## src/sfr_pkg.sv

```systemverilog
// package for the supply fault response block: register map, fields, types
package sfr_pkg;

    // register byte addresses on the apb bus
    localparam logic [7:0] ADDR_STAT_A    = 8'h00; // supply_monitor_status_a
    localparam logic [7:0] ADDR_STAT_B    = 8'h04; // rail_monitor_status_b
    localparam logic [7:0] ADDR_SAFETY    = 8'h08; // safety_status_one
    localparam logic [7:0] ADDR_CFG       = 8'h0C; // mask and enable bits
    localparam logic [7:0] ADDR_STATE     = 8'h10; // response state and outputs

    // supply_monitor_status_a field positions
    localparam int A_MON_SUP   = 2;
    localparam int A_PUMP_L_UV = 3;
    localparam int A_PUMP_L_OV = 4;
    localparam int A_PUMP_H_OV = 5;
    localparam int A_BAT_UV    = 6;
    localparam int A_BAT_OV    = 7;

    // rail_monitor_status_b field positions
    localparam int B_CORE_UV   = 0;
    localparam int B_CORE_OV   = 1;
    localparam int B_IO_UV     = 2;
    localparam int B_IO_OV     = 3;
    localparam int B_CAN_UV    = 4;
    localparam int B_CAN_OV    = 5;
    localparam int B_PRE_UV    = 6;
    localparam int B_PRE_OV    = 7;

    // safety_status_one field positions
    localparam int S_SENS_OV   = 4;
    localparam int S_SENS_UV   = 5;

    // configuration field positions
    localparam int C_BAT_OV_MASK = 0;
    localparam int C_CORE_EN     = 1;
    localparam logic [1:0] CFG_RESET = 2'h2; // mask 0, core enable 1

    // deglitch: 15 us least filter time
    localparam int GLITCH_NS     = 15000;
    localparam int CLK_NS        = 4;
    localparam int GLITCH_CYC    = (GLITCH_NS + CLK_NS - 1) / CLK_NS;
    localparam int GLITCH_W      = $clog2(GLITCH_CYC + 1);
    localparam int NUM_CMP       = 20;

    // response state, one-hot
    typedef enum logic [3:0] {
        ST_RUN     = 4'h1,
        ST_DROP    = 4'h2,
        ST_RESET   = 4'h4,
        ST_STANDBY = 4'h8
    } sfr_state_t;

    // raw comparator results from the analog monitor
    typedef struct packed {
        logic bat_uv;
        logic bat_ov;
        logic pre_uv;
        logic pre_ov;
        logic can_uv;
        logic can_ov;
        logic io_uv;
        logic io_ov;
        logic core_uv;
        logic core_ov;
        logic sens_uv;
        logic sens_ov;
        logic pump_h_ov;
        logic pump_l_uv;
        logic pump_l_ov;
        logic mon_uv;
        logic mon_ov;
        logic ana_uv;
        logic ana_ov;
        logic dig_fault;
    } sfr_cmp_t;

    // apb request from the master
    typedef struct packed {
        logic        psel;
        logic        penable;
        logic        pwrite;
        logic [7:0]  paddr;
        logic [31:0] pwdata;
    } sfr_apb_req_t;

    // apb answer to the master
    typedef struct packed {
        logic        pready;
        logic        pslverr;
        logic [31:0] prdata;
    } sfr_apb_rsp_t;

endpackage

```

## src/sfr_top.sv

```systemverilog
// supply fault response: deglitch, status flags, severity-ordered response
//
// Summary of operation
// (RULE1) battery undervoltage: flag, standby, outputs low
// (RULE2) battery overvoltage: flag, reset unless masked
// (RULE3) prereg rail faults only flagged
// (RULE4) can rail undervoltage only flagged
// (RULE5) can rail overvoltage: flag, enable low
// (RULE6) io rail undervoltage: flag, reset, outputs low
// (RULE7) io rail overvoltage: flag, enable low
// (RULE8) core undervoltage: flag; reset if enabled
// (RULE9) core overvoltage: flag; enable low if enabled
// (RULE10) sensor rail faults flagged in safety status
// (RULE11) high pump overvoltage: flag, standby
// (RULE12) low pump undervoltage only flagged
// (RULE13) low pump overvoltage: flag, regulators off, standby
// (RULE14) monitor supply fault: flag, power-on reset, standby
// (RULE15) analog undervoltage or digital fault: standby
// (RULE16) flag reads one while supply out of band
// (RULE17) comparator results glitch-filtered before flags
// (RULE18) standby beats reset beats enable drop
// (RULE19) mcu reads status after fault response
//
// Decided for this implementation: the APB register port and the placing of the registers.
`timescale 1ns/100ps
module sfr_top
    import sfr_pkg::*;
(
    input  wire logic         mclk,         // 250 mhz clock
    input  wire logic         nrst,         // async reset, active low
    input  wire sfr_apb_req_t apb_req,      // apb request
    output sfr_apb_rsp_t      apb_rsp,      // apb answer
    input  wire sfr_cmp_t     cmp_raw,      // comparator results, async
    output logic              mcu_reset_output_n,     // mcu reset, low active
    output logic              power_stage_enable_out, // power stage enable
    output logic              internal_power_on_reset, // internal por pulse level
    output logic              regulators_off,         // downstream regs down
    output sfr_state_t        resp_state              // response state
);

    // ========================================================
    // input synchroniser
    // ========================================================
    logic [NUM_CMP-1:0] sync_a;
    logic [NUM_CMP-1:0] sync_b;

    // two flops before anything reads the analog results
    always_ff @(posedge mclk or negedge nrst) begin
        if (!nrst) begin
            sync_a <= '0;
            sync_b <= '0;
        end else begin
            sync_a <= cmp_raw;
            sync_b <= sync_a;
        end
    end

    // ========================================================
    // deglitch filters
    // ========================================================
    logic [NUM_CMP-1:0] filt;
    logic [NUM_CMP-1:0] next_filt;
    logic [GLITCH_W-1:0] cnt [NUM_CMP];
    logic [GLITCH_W-1:0] next_cnt [NUM_CMP];

    // (RULE17) filter each comparator
    // a level must hold a full filter time before it is taken
    genvar gi;
    generate
        for (gi = 0; gi < NUM_CMP; gi++) begin : g_flt
            always_comb begin
                next_cnt[gi]  = cnt[gi];
                next_filt[gi] = filt[gi];
                if (sync_b[gi] == filt[gi]) begin
                    next_cnt[gi] = '0;
                end else if (cnt[gi] == GLITCH_W'(GLITCH_CYC - 1)) begin
                    next_cnt[gi]  = '0;
                    next_filt[gi] = sync_b[gi];
                end else begin
                    next_cnt[gi] = cnt[gi] + GLITCH_W'(1);
                end
            end
            always_ff @(posedge mclk or negedge nrst) begin
                if (!nrst) begin
                    cnt[gi]  <= '0;
                    filt[gi] <= 1'b0;
                end else begin
                    cnt[gi]  <= next_cnt[gi];
                    filt[gi] <= next_filt[gi];
                end
            end
        end
    endgenerate

    sfr_cmp_t f;
    assign f = sfr_cmp_t'(filt);

    // ========================================================
    // status flags, live view of filtered comparators
    // ========================================================
    logic [7:0] stat_a;
    logic [7:0] stat_b;
    logic [7:0] stat_s;
    logic [7:0] next_stat_a;
    logic [7:0] next_stat_b;
    logic [7:0] next_stat_s;

    // (RULE16) flag follows out-of-band condition
    // flags clear by themselves once the supply is back in band
    always_comb begin
        next_stat_a = 8'h00;
        next_stat_b = 8'h00;
        next_stat_s = 8'h00;
        // (RULE1) battery undervoltage flag
        next_stat_a[A_BAT_UV]    = f.bat_uv;
        // (RULE2) battery overvoltage flag
        next_stat_a[A_BAT_OV]    = f.bat_ov;
        // (RULE11) high pump flag
        next_stat_a[A_PUMP_H_OV] = f.pump_h_ov;
        // (RULE12) low pump undervoltage flag
        next_stat_a[A_PUMP_L_UV] = f.pump_l_uv;
        // (RULE13) low pump overvoltage flag
        next_stat_a[A_PUMP_L_OV] = f.pump_l_ov;
        // (RULE14) monitor supply flag
        next_stat_a[A_MON_SUP]   = f.mon_uv | f.mon_ov;
        // (RULE3) prereg flags
        next_stat_b[B_PRE_UV]    = f.pre_uv;
        next_stat_b[B_PRE_OV]    = f.pre_ov;
        // (RULE4) can undervoltage flag
        next_stat_b[B_CAN_UV]    = f.can_uv;
        // (RULE5) can overvoltage flag
        next_stat_b[B_CAN_OV]    = f.can_ov;
        // (RULE6) io undervoltage flag
        next_stat_b[B_IO_UV]     = f.io_uv;
        // (RULE7) io overvoltage flag
        next_stat_b[B_IO_OV]     = f.io_ov;
        // (RULE8) core undervoltage flag
        next_stat_b[B_CORE_UV]   = f.core_uv;
        // (RULE9) core overvoltage flag
        next_stat_b[B_CORE_OV]   = f.core_ov;
        // (RULE10) sensor rail flags
        next_stat_s[S_SENS_UV]   = f.sens_uv;
        next_stat_s[S_SENS_OV]   = f.sens_ov;
    end

    always_ff @(posedge mclk or negedge nrst) begin
        if (!nrst) begin
            stat_a <= 8'h00;
            stat_b <= 8'h00;
            stat_s <= 8'h00;
        end else begin
            stat_a <= next_stat_a;
            stat_b <= next_stat_b;
            stat_s <= next_stat_s;
        end
    end

    // ========================================================
    // fault response
    // ========================================================
    logic [1:0] cfg;
    logic       want_stby;
    logic       want_rst;
    logic       want_drop;
    logic       want_por;
    sfr_state_t next_state;

    // classify the filtered faults by severity
    always_comb begin
        // (RULE15) analog undervoltage or digital fault, por
        // (RULE14) monitor supply fault raises por
        want_por  = f.ana_uv | f.dig_fault | f.mon_uv | f.mon_ov;
        // (RULE1) (RULE11) (RULE13) standby sources
        want_stby = want_por | f.bat_uv | f.pump_h_ov | f.pump_l_ov;
        // (RULE2) unmasked battery overvoltage reset
        // (RULE6) io undervoltage reset
        // (RULE8) core undervoltage reset when enabled
        want_rst  = (f.bat_ov & ~cfg[C_BAT_OV_MASK]) | f.io_uv | (f.core_uv & cfg[C_CORE_EN]);
        // (RULE5) (RULE7) (RULE9) enable drop sources
        want_drop = f.can_ov | f.io_ov | (f.core_ov & cfg[C_CORE_EN]);
        // (RULE18) most severe response wins
        if (want_stby) begin
            next_state = ST_STANDBY;
        end else if (want_rst) begin
            next_state = ST_RESET;
        end else if (want_drop) begin
            next_state = ST_DROP;
        end else begin
            next_state = ST_RUN;
        end
    end

    // outputs straight from flops; release follows fault removal,
    // reset extension belongs to the state controller outside
    always_ff @(posedge mclk or negedge nrst) begin
        if (!nrst) begin
            resp_state              <= ST_RUN;
            mcu_reset_output_n      <= 1'b0;
            power_stage_enable_out  <= 1'b0;
            internal_power_on_reset <= 1'b0;
            regulators_off          <= 1'b0;
        end else begin
            resp_state <= next_state;
            case (next_state)
                ST_STANDBY, ST_RESET: begin
                    mcu_reset_output_n     <= 1'b0;
                    power_stage_enable_out <= 1'b0;
                end
                ST_DROP: begin
                    mcu_reset_output_n     <= 1'b1;
                    power_stage_enable_out <= 1'b0;
                end
                default: begin
                    mcu_reset_output_n     <= 1'b1;
                    power_stage_enable_out <= 1'b1;
                end
            endcase
            internal_power_on_reset <= want_por;
            // (RULE13) low pump overvoltage stops regulators
            regulators_off <= f.pump_l_ov;
        end
    end

    // ========================================================
    // apb slave, zero wait states
    // ========================================================
    sfr_apb_rsp_t next_rsp;
    logic [1:0]   next_cfg;
    logic         acc;

    // (RULE19) status stays readable during any response
    always_comb begin
        acc      = apb_req.psel & apb_req.penable;
        next_cfg = cfg;
        next_rsp = '0;
        next_rsp.pready = apb_req.psel & ~apb_req.penable;
        if (apb_req.psel & ~apb_req.penable & ~apb_req.pwrite) begin
            case (apb_req.paddr)
                ADDR_STAT_A: next_rsp.prdata = {24'h000000, stat_a};
                ADDR_STAT_B: next_rsp.prdata = {24'h000000, stat_b};
                ADDR_SAFETY: next_rsp.prdata = {24'h000000, stat_s};
                ADDR_CFG:    next_rsp.prdata = {30'h00000000, cfg};
                ADDR_STATE:  next_rsp.prdata = {24'h000000, power_stage_enable_out,
                                                mcu_reset_output_n, regulators_off,
                                                internal_power_on_reset, resp_state};
                default:     next_rsp.pslverr = 1'b1;
            endcase
        end else if (apb_req.psel & ~apb_req.penable) begin
            next_rsp.pslverr = (apb_req.paddr != ADDR_CFG);
        end
        if (acc & apb_req.pwrite & (apb_req.paddr == ADDR_CFG)) begin
            next_cfg = apb_req.pwdata[1:0];
        end
    end

    always_ff @(posedge mclk or negedge nrst) begin
        if (!nrst) begin
            cfg     <= CFG_RESET;
            apb_rsp <= '0;
        end else begin
            cfg     <= next_cfg;
            apb_rsp <= next_rsp;
        end
    end

    // ========================================================
    // checks
    // ========================================================
    AST_BAT_UV: assert property (@(posedge mclk) disable iff (!nrst) // (RULE1)
        f.bat_uv |=> (resp_state == ST_STANDBY) && !mcu_reset_output_n && !power_stage_enable_out)
        else $error("battery undervoltage did not force standby");

    AST_BAT_OV: assert property (@(posedge mclk) disable iff (!nrst) // (RULE2)
        (f.bat_ov && !cfg[C_BAT_OV_MASK] && !want_stby) |=> resp_state == ST_RESET)
        else $error("unmasked battery overvoltage did not force reset");

    AST_CAN_OV: assert property (@(posedge mclk) disable iff (!nrst) // (RULE5)
        f.can_ov |=> !power_stage_enable_out && stat_b[B_CAN_OV])
        else $error("can overvoltage did not drop enable");

    AST_IO_UV: assert property (@(posedge mclk) disable iff (!nrst) // (RULE6)
        (f.io_uv && !want_stby) |=> resp_state == ST_RESET && !mcu_reset_output_n)
        else $error("io undervoltage did not force reset");

    AST_CORE_MASK: assert property (@(posedge mclk) disable iff (!nrst) // (RULE8)
        (f.core_uv && !cfg[C_CORE_EN] && !want_stby && !want_rst && !want_drop) |=> mcu_reset_output_n)
        else $error("disabled core fault changed outputs");

    // sampled nrst keeps the release edge, where outputs still hold reset levels, out
    AST_QUIET: assert property (@(posedge mclk) disable iff (!nrst) // (RULE12)
        (nrst && !want_stby && !want_rst && !want_drop) |=> resp_state == ST_RUN && power_stage_enable_out)
        else $error("report-only fault changed outputs");

    AST_POR: assert property (@(posedge mclk) disable iff (!nrst) // (RULE14)
        (f.mon_ov || f.mon_uv) |=> internal_power_on_reset && stat_a[A_MON_SUP])
        else $error("monitor supply fault missed por");

    AST_GLITCH: assert property (@(posedge mclk) disable iff (!nrst) // (RULE17)
        $rose(filt[0]) |-> $past(sync_b[0], 2) && $past(sync_b[0], 1))
        else $error("flag set without stable input");

    AST_GLITCH_LEN: assert property (@(posedge mclk) disable iff (!nrst) // (RULE17)
        $rose(filt[0]) |-> $past(cnt[0]) == GLITCH_W'(GLITCH_CYC - 1))
        else $error("flag set before the full filter time");

    AST_CORE_OV: assert property (@(posedge mclk) disable iff (!nrst) // (RULE9)
        (f.core_ov && cfg[C_CORE_EN]) |=> !power_stage_enable_out && stat_b[B_CORE_OV])
        else $error("enabled core overvoltage did not drop enable");

    AST_SENS: assert property (@(posedge mclk) disable iff (!nrst) // (RULE10)
        (f.sens_uv || f.sens_ov) |=> stat_s[S_SENS_UV] == $past(f.sens_uv)
                                     && stat_s[S_SENS_OV] == $past(f.sens_ov))
        else $error("sensor rail flags wrong");

    AST_STBY: assert property (@(posedge mclk) disable iff (!nrst) // (RULE18)
        want_stby |=> resp_state == ST_STANDBY && !mcu_reset_output_n && !power_stage_enable_out)
        else $error("standby source lost to a milder response");

endmodule

```

## config.mk

```make
export PLATFORM = sky130hd
export DESIGN_NAME = sfr_top
export DESIGN_NICKNAME = d
export VERILOG_FILES = /design/src/sfr_pkg.sv /design/src/sfr_top.sv
export SDC_FILE = /design/constraint.sdc
export NUM_CORES = 1
export LEC_CHECK = 0
export ABC_AREA = 1
export BUFFER_PORTS_ARGS = -buffer_cell sky130_fd_sc_hd__buf_2
export CORE_UTILIZATION = 65
export CTS_BUF_LIST = sky130_fd_sc_hd__clkbuf_8
export DETAILED_ROUTE_END_ITERATION = 16
export PLACE_DENSITY = 0.85
export RECOVER_POWER = 50
export SYNTH_ARGS = -nofsm -noshare
export SYNTH_HDL_FRONTEND = slang
export SYNTH_SLANG_ARGS = --single-unit
```

## constraint.sdc

```tcl
create_clock -name mclk -period 3.15 [get_ports mclk]
set_clock_uncertainty 0.1 [all_clocks]
set_input_delay 0.63 -clock mclk [delete_from_list [all_inputs] [get_ports mclk]]
set_output_delay 0.63 -clock mclk [all_outputs]
set_load 0.05 [all_outputs]
```

==> results by group <==
Timing
  – Fin. Hold Viols: 0
  – Setup Viol. Count Final: 0
  – RSZ-0062 raised after global routing: false
  – Slew @ Worst Pin: 1255 ps
  – Final TNS setup: 0 ps
  – Max-slew violations: 0
  – Fin crit period: between 2000 and 2500 ps
  – Fmax: ~470 MHz
  – Rel. slew slack: between 10% and 20%
  – Period utilization: about two thirds
  – Hold WS: between 60 and 70 ps

Worst setup path
  – R2R Setup Slk: ~1400 ps
  – Critical R2R Launch: f[4]$_DFFE_PN0P_
  – Worst setup path start: resp_state[0]$_DFF_PN1_
  – Critical path's top delay family: flip-flops
  – Critical path depth: 1
  – Max stage delay on crit path: roughly 530 ps
  – FF-to-FF End: power_stage_enable_out$_DFF_PN0_
  – CP Cell Sequence: buf_2
  – CP max stage cell: dfstp_2
  – WP data arrival: 1380 ps
  – Worst setup SP type: register
  – CP max FO: 2
  – Crit. End Element: output pin
  – Critical path type: reg2out
  – R2R depth: 5
  – CP Buf/Inv Count: 1
  – WP data required: between 2000 and 2500 ps

Min path
  – Min-Delay Endpoint: sync_a[5]$_DFF_PN0_
  – Class of the worst hold path: in2reg
  – Hold path depth: 1
  – Min-delay src: cmp_raw[5]

Floorplanning
  – Core Footprint: between 20000 and 25000 µm²
  – Die Ht: 156.0 µm
  – Starting density of the core: between 60% and 70%
  – FP Rows: 55
  – Die area: 24340 µm²
  – Ports: 107
  – Die width: approximately 160 µm

Power and ir drop
  – Power per cell area: around 500 nW/µm²
  – Maximum VDD drop: ~460 µV
  – Leak: slightly above 8 nW

Clocking
  – Clk buf depth: 3
  – CTS sink cnt: 320
  – CTS Buf Count: 51
  – Clock Pin Slew Worst Setup and Hold Paths: 60 ps
  – Root Buffer: clkbuf_8
  – Latest clock arrival within the worst-skew pair: about 570 ps
  – CTS tree: yes
  – PostCTS Resize Cnt: 0
  – Htree depth: 2

Drt
  – Vias per cell: roughly 5.2
  – Drc violations: 0
  – 1st-pass router iterations: 5
  – Post-DRT Antenna Nets: 0
  – Post-DR wirelength/cell: roughly 13 µm
  – Vias: ~12000
  – Initial DRC count: around 630
  – Final wirelength: around 29000 µm

Synth
  – Sequential area share after synthesis: between 50% and 60%
  – Synth warn: 0
  – Synth Area per Inst: about 8.6 µm²
  – Main flop type after synthesis: dfrtp_1
  – Flops & latches, synth: 320
  – Mapped Cells: around 1800
  – Post-synth ARST share: 100.0%
  – Number of flops mapped to enable cells by yosys: 0
  – Netlist cell types: 33
  – Mapped Area: between 15000 and 20000 µm²

GRT
  – First-pass GRT wire length: around 50000 µm
  – Initial antenna violation count: 0
  – Largest net degree at the start of global routing: 83
  – Grt total ovfl: 0
  – Vias in the first global route: roughly 11000
  – Gr usage total: approximately a quarter

Final layout
  – Most frequent cells in the layout: 370 x nor2_1, 345 x nand2_1, 318 x dfrtp_1, 215 x inv_1, 156 x nand3_1
  – Post-Layout Cell Count: about 2300
  – Antenna Cells: 0
  – Fraction of layout instances using a drive strength above 1: 10.60%
  – Syn-to-layout area delta: 10.89%
  – Commonest non-fill, non-tap cell in the layout: nor2_1
  – Layout net count: a little over 2000

Job
  – Max Cap Viol: 0

Status
  – Outcome: completed

Placed design
  – DP Cell Count: 2169
  – PortBufs: 51
  – Detailed placement HPWL: a little over 20000 µm
  – Placer Congestion: 0.8974
==> area by class of cell <==
type	instances	area, µm²
Clock buffer	60	825.8
Clock inverter	35	290.3
Fill cell	1649	5819
Inverter	203	762.0
Multi-Input combinational cell	1278	6475
Sequential cell	320	8010
Tap cell	313	391.6
Timing Repair Buffer	56	341.6
==> routing by layer <==
| layer | GRT usage (%) | vias up | wire (µm) |
|---|---|---|---|
| met1 | 32.09 | 5522 | 12580 |
| met5 | 0 | - | 0 |
| met3 | 4.500 | 44 | 1414 |
| li1 | - | 5854 | - |
| met4 | 7.843 | 0 | 478 |
| met2 | 43.56 | 266 | 14520 |
==> per-stage QoR <==
stage | area (µm²) | power [mW] | setup WS (ps) | utilization [%]
floorplan | 15500 | 4.616 | 1682 | -
global route | 17100 | 8.833 | 886.8 | 74.61
finish | 17100 | 8.476 | 1043 | 74.61
CTS | 17180 | 8.571 | 1024 | 74.97
detailed placement | 16050 | 4.775 | 1223 | 70.05
global placement | 16050 | 4.755 | 1249 | 70.05
==> worst max-delay path by stage <==
stage	slack [ps]	to
after floorplan	1680	apb_rsp[0]$_DFF_PN0_
after global placement	1250	apb_rsp[7]$_DFF_PN0_
after detailed placement	1220	apb_rsp[7]$_DFF_PN0_
after CTS	1020	resp_state[0]
after global routing	890	cnt[49]$_DFF_PN0_
final	1040	resp_state[0]
==> logic make-up (layout without fill, tap and decap cells) <==
kind of cell | count (synthesis) | in the layout | synth area share [%]
buf+inv | 228 | 354 | 6.160
flops | 320 | 320 | 51.96
fa+ha+maj | 38 | 38 | 3.084
xor+xnor | 107 | 107 | 6.176
simple gates | 1012 | 1012 | 28.99
compound gates | 97 | 97 | 3.611
other cells | 1 | 24 | 0.02432
==> cell usage after synthesis, types with 2 or more instances <==
cell type  count  share of area, %
a211oi_1       5              0.24
a21oi_1       36               1.2
a31oi_1        4              0.16
buf_4         25               1.2
dfrtp_1      318                52
dfstp_2        2              0.34
ha_1          38               3.1
inv_1        196               4.8
inv_2          6              0.15
nand2_1      342               8.3
nand2_2       25               1.0
nand3_1      155               5.0
nand3_2       12              0.78
nand4_1       16              0.65
nor2_1       362               8.8
nor2_2        26               1.1
nor2_4        10              0.73
nor3_1        41               1.3
nor3_2         8              0.52
nor3b_1       10              0.49
o21ai_0       23              0.75
o21ai_1       11              0.36
o21bai_1      17              0.83
or2_1          2             0.081
xnor2_1       35               2.0
xor2_1        70               4.0
xor2_2         2              0.21
==> sequential cells by signal (all words and copies together), names as in the netlist, 2 cells and up <==
| signal | flops |
|---|---|
| apb_rsp | 10 |
| cfg | 2 |
| cnt | 228 |
| f | 19 |
| resp_state | 4 |
| stat_a | 6 |
| stat_b | 8 |
| stat_s | 2 |
| sync_a | 19 |
| sync_b | 19 |
==> power by group <==
part / total [mW] / switching [mW] / internal, mW
Sequential: 4.29 / 0.0910 / 4.20
Combinational: 0.404 / 0.290 / 0.114
Clock: 3.78 / 1.62 / 2.16
Total: 8.48 / 2.01 / 6.47
==> repair_timing <==
item / in CTS / in global routing
hold endpoints to repair: 41 / 0
setup buffers: 0 / 0
hold buffers: 1 / 0
(Power assumes the default switching activity.)
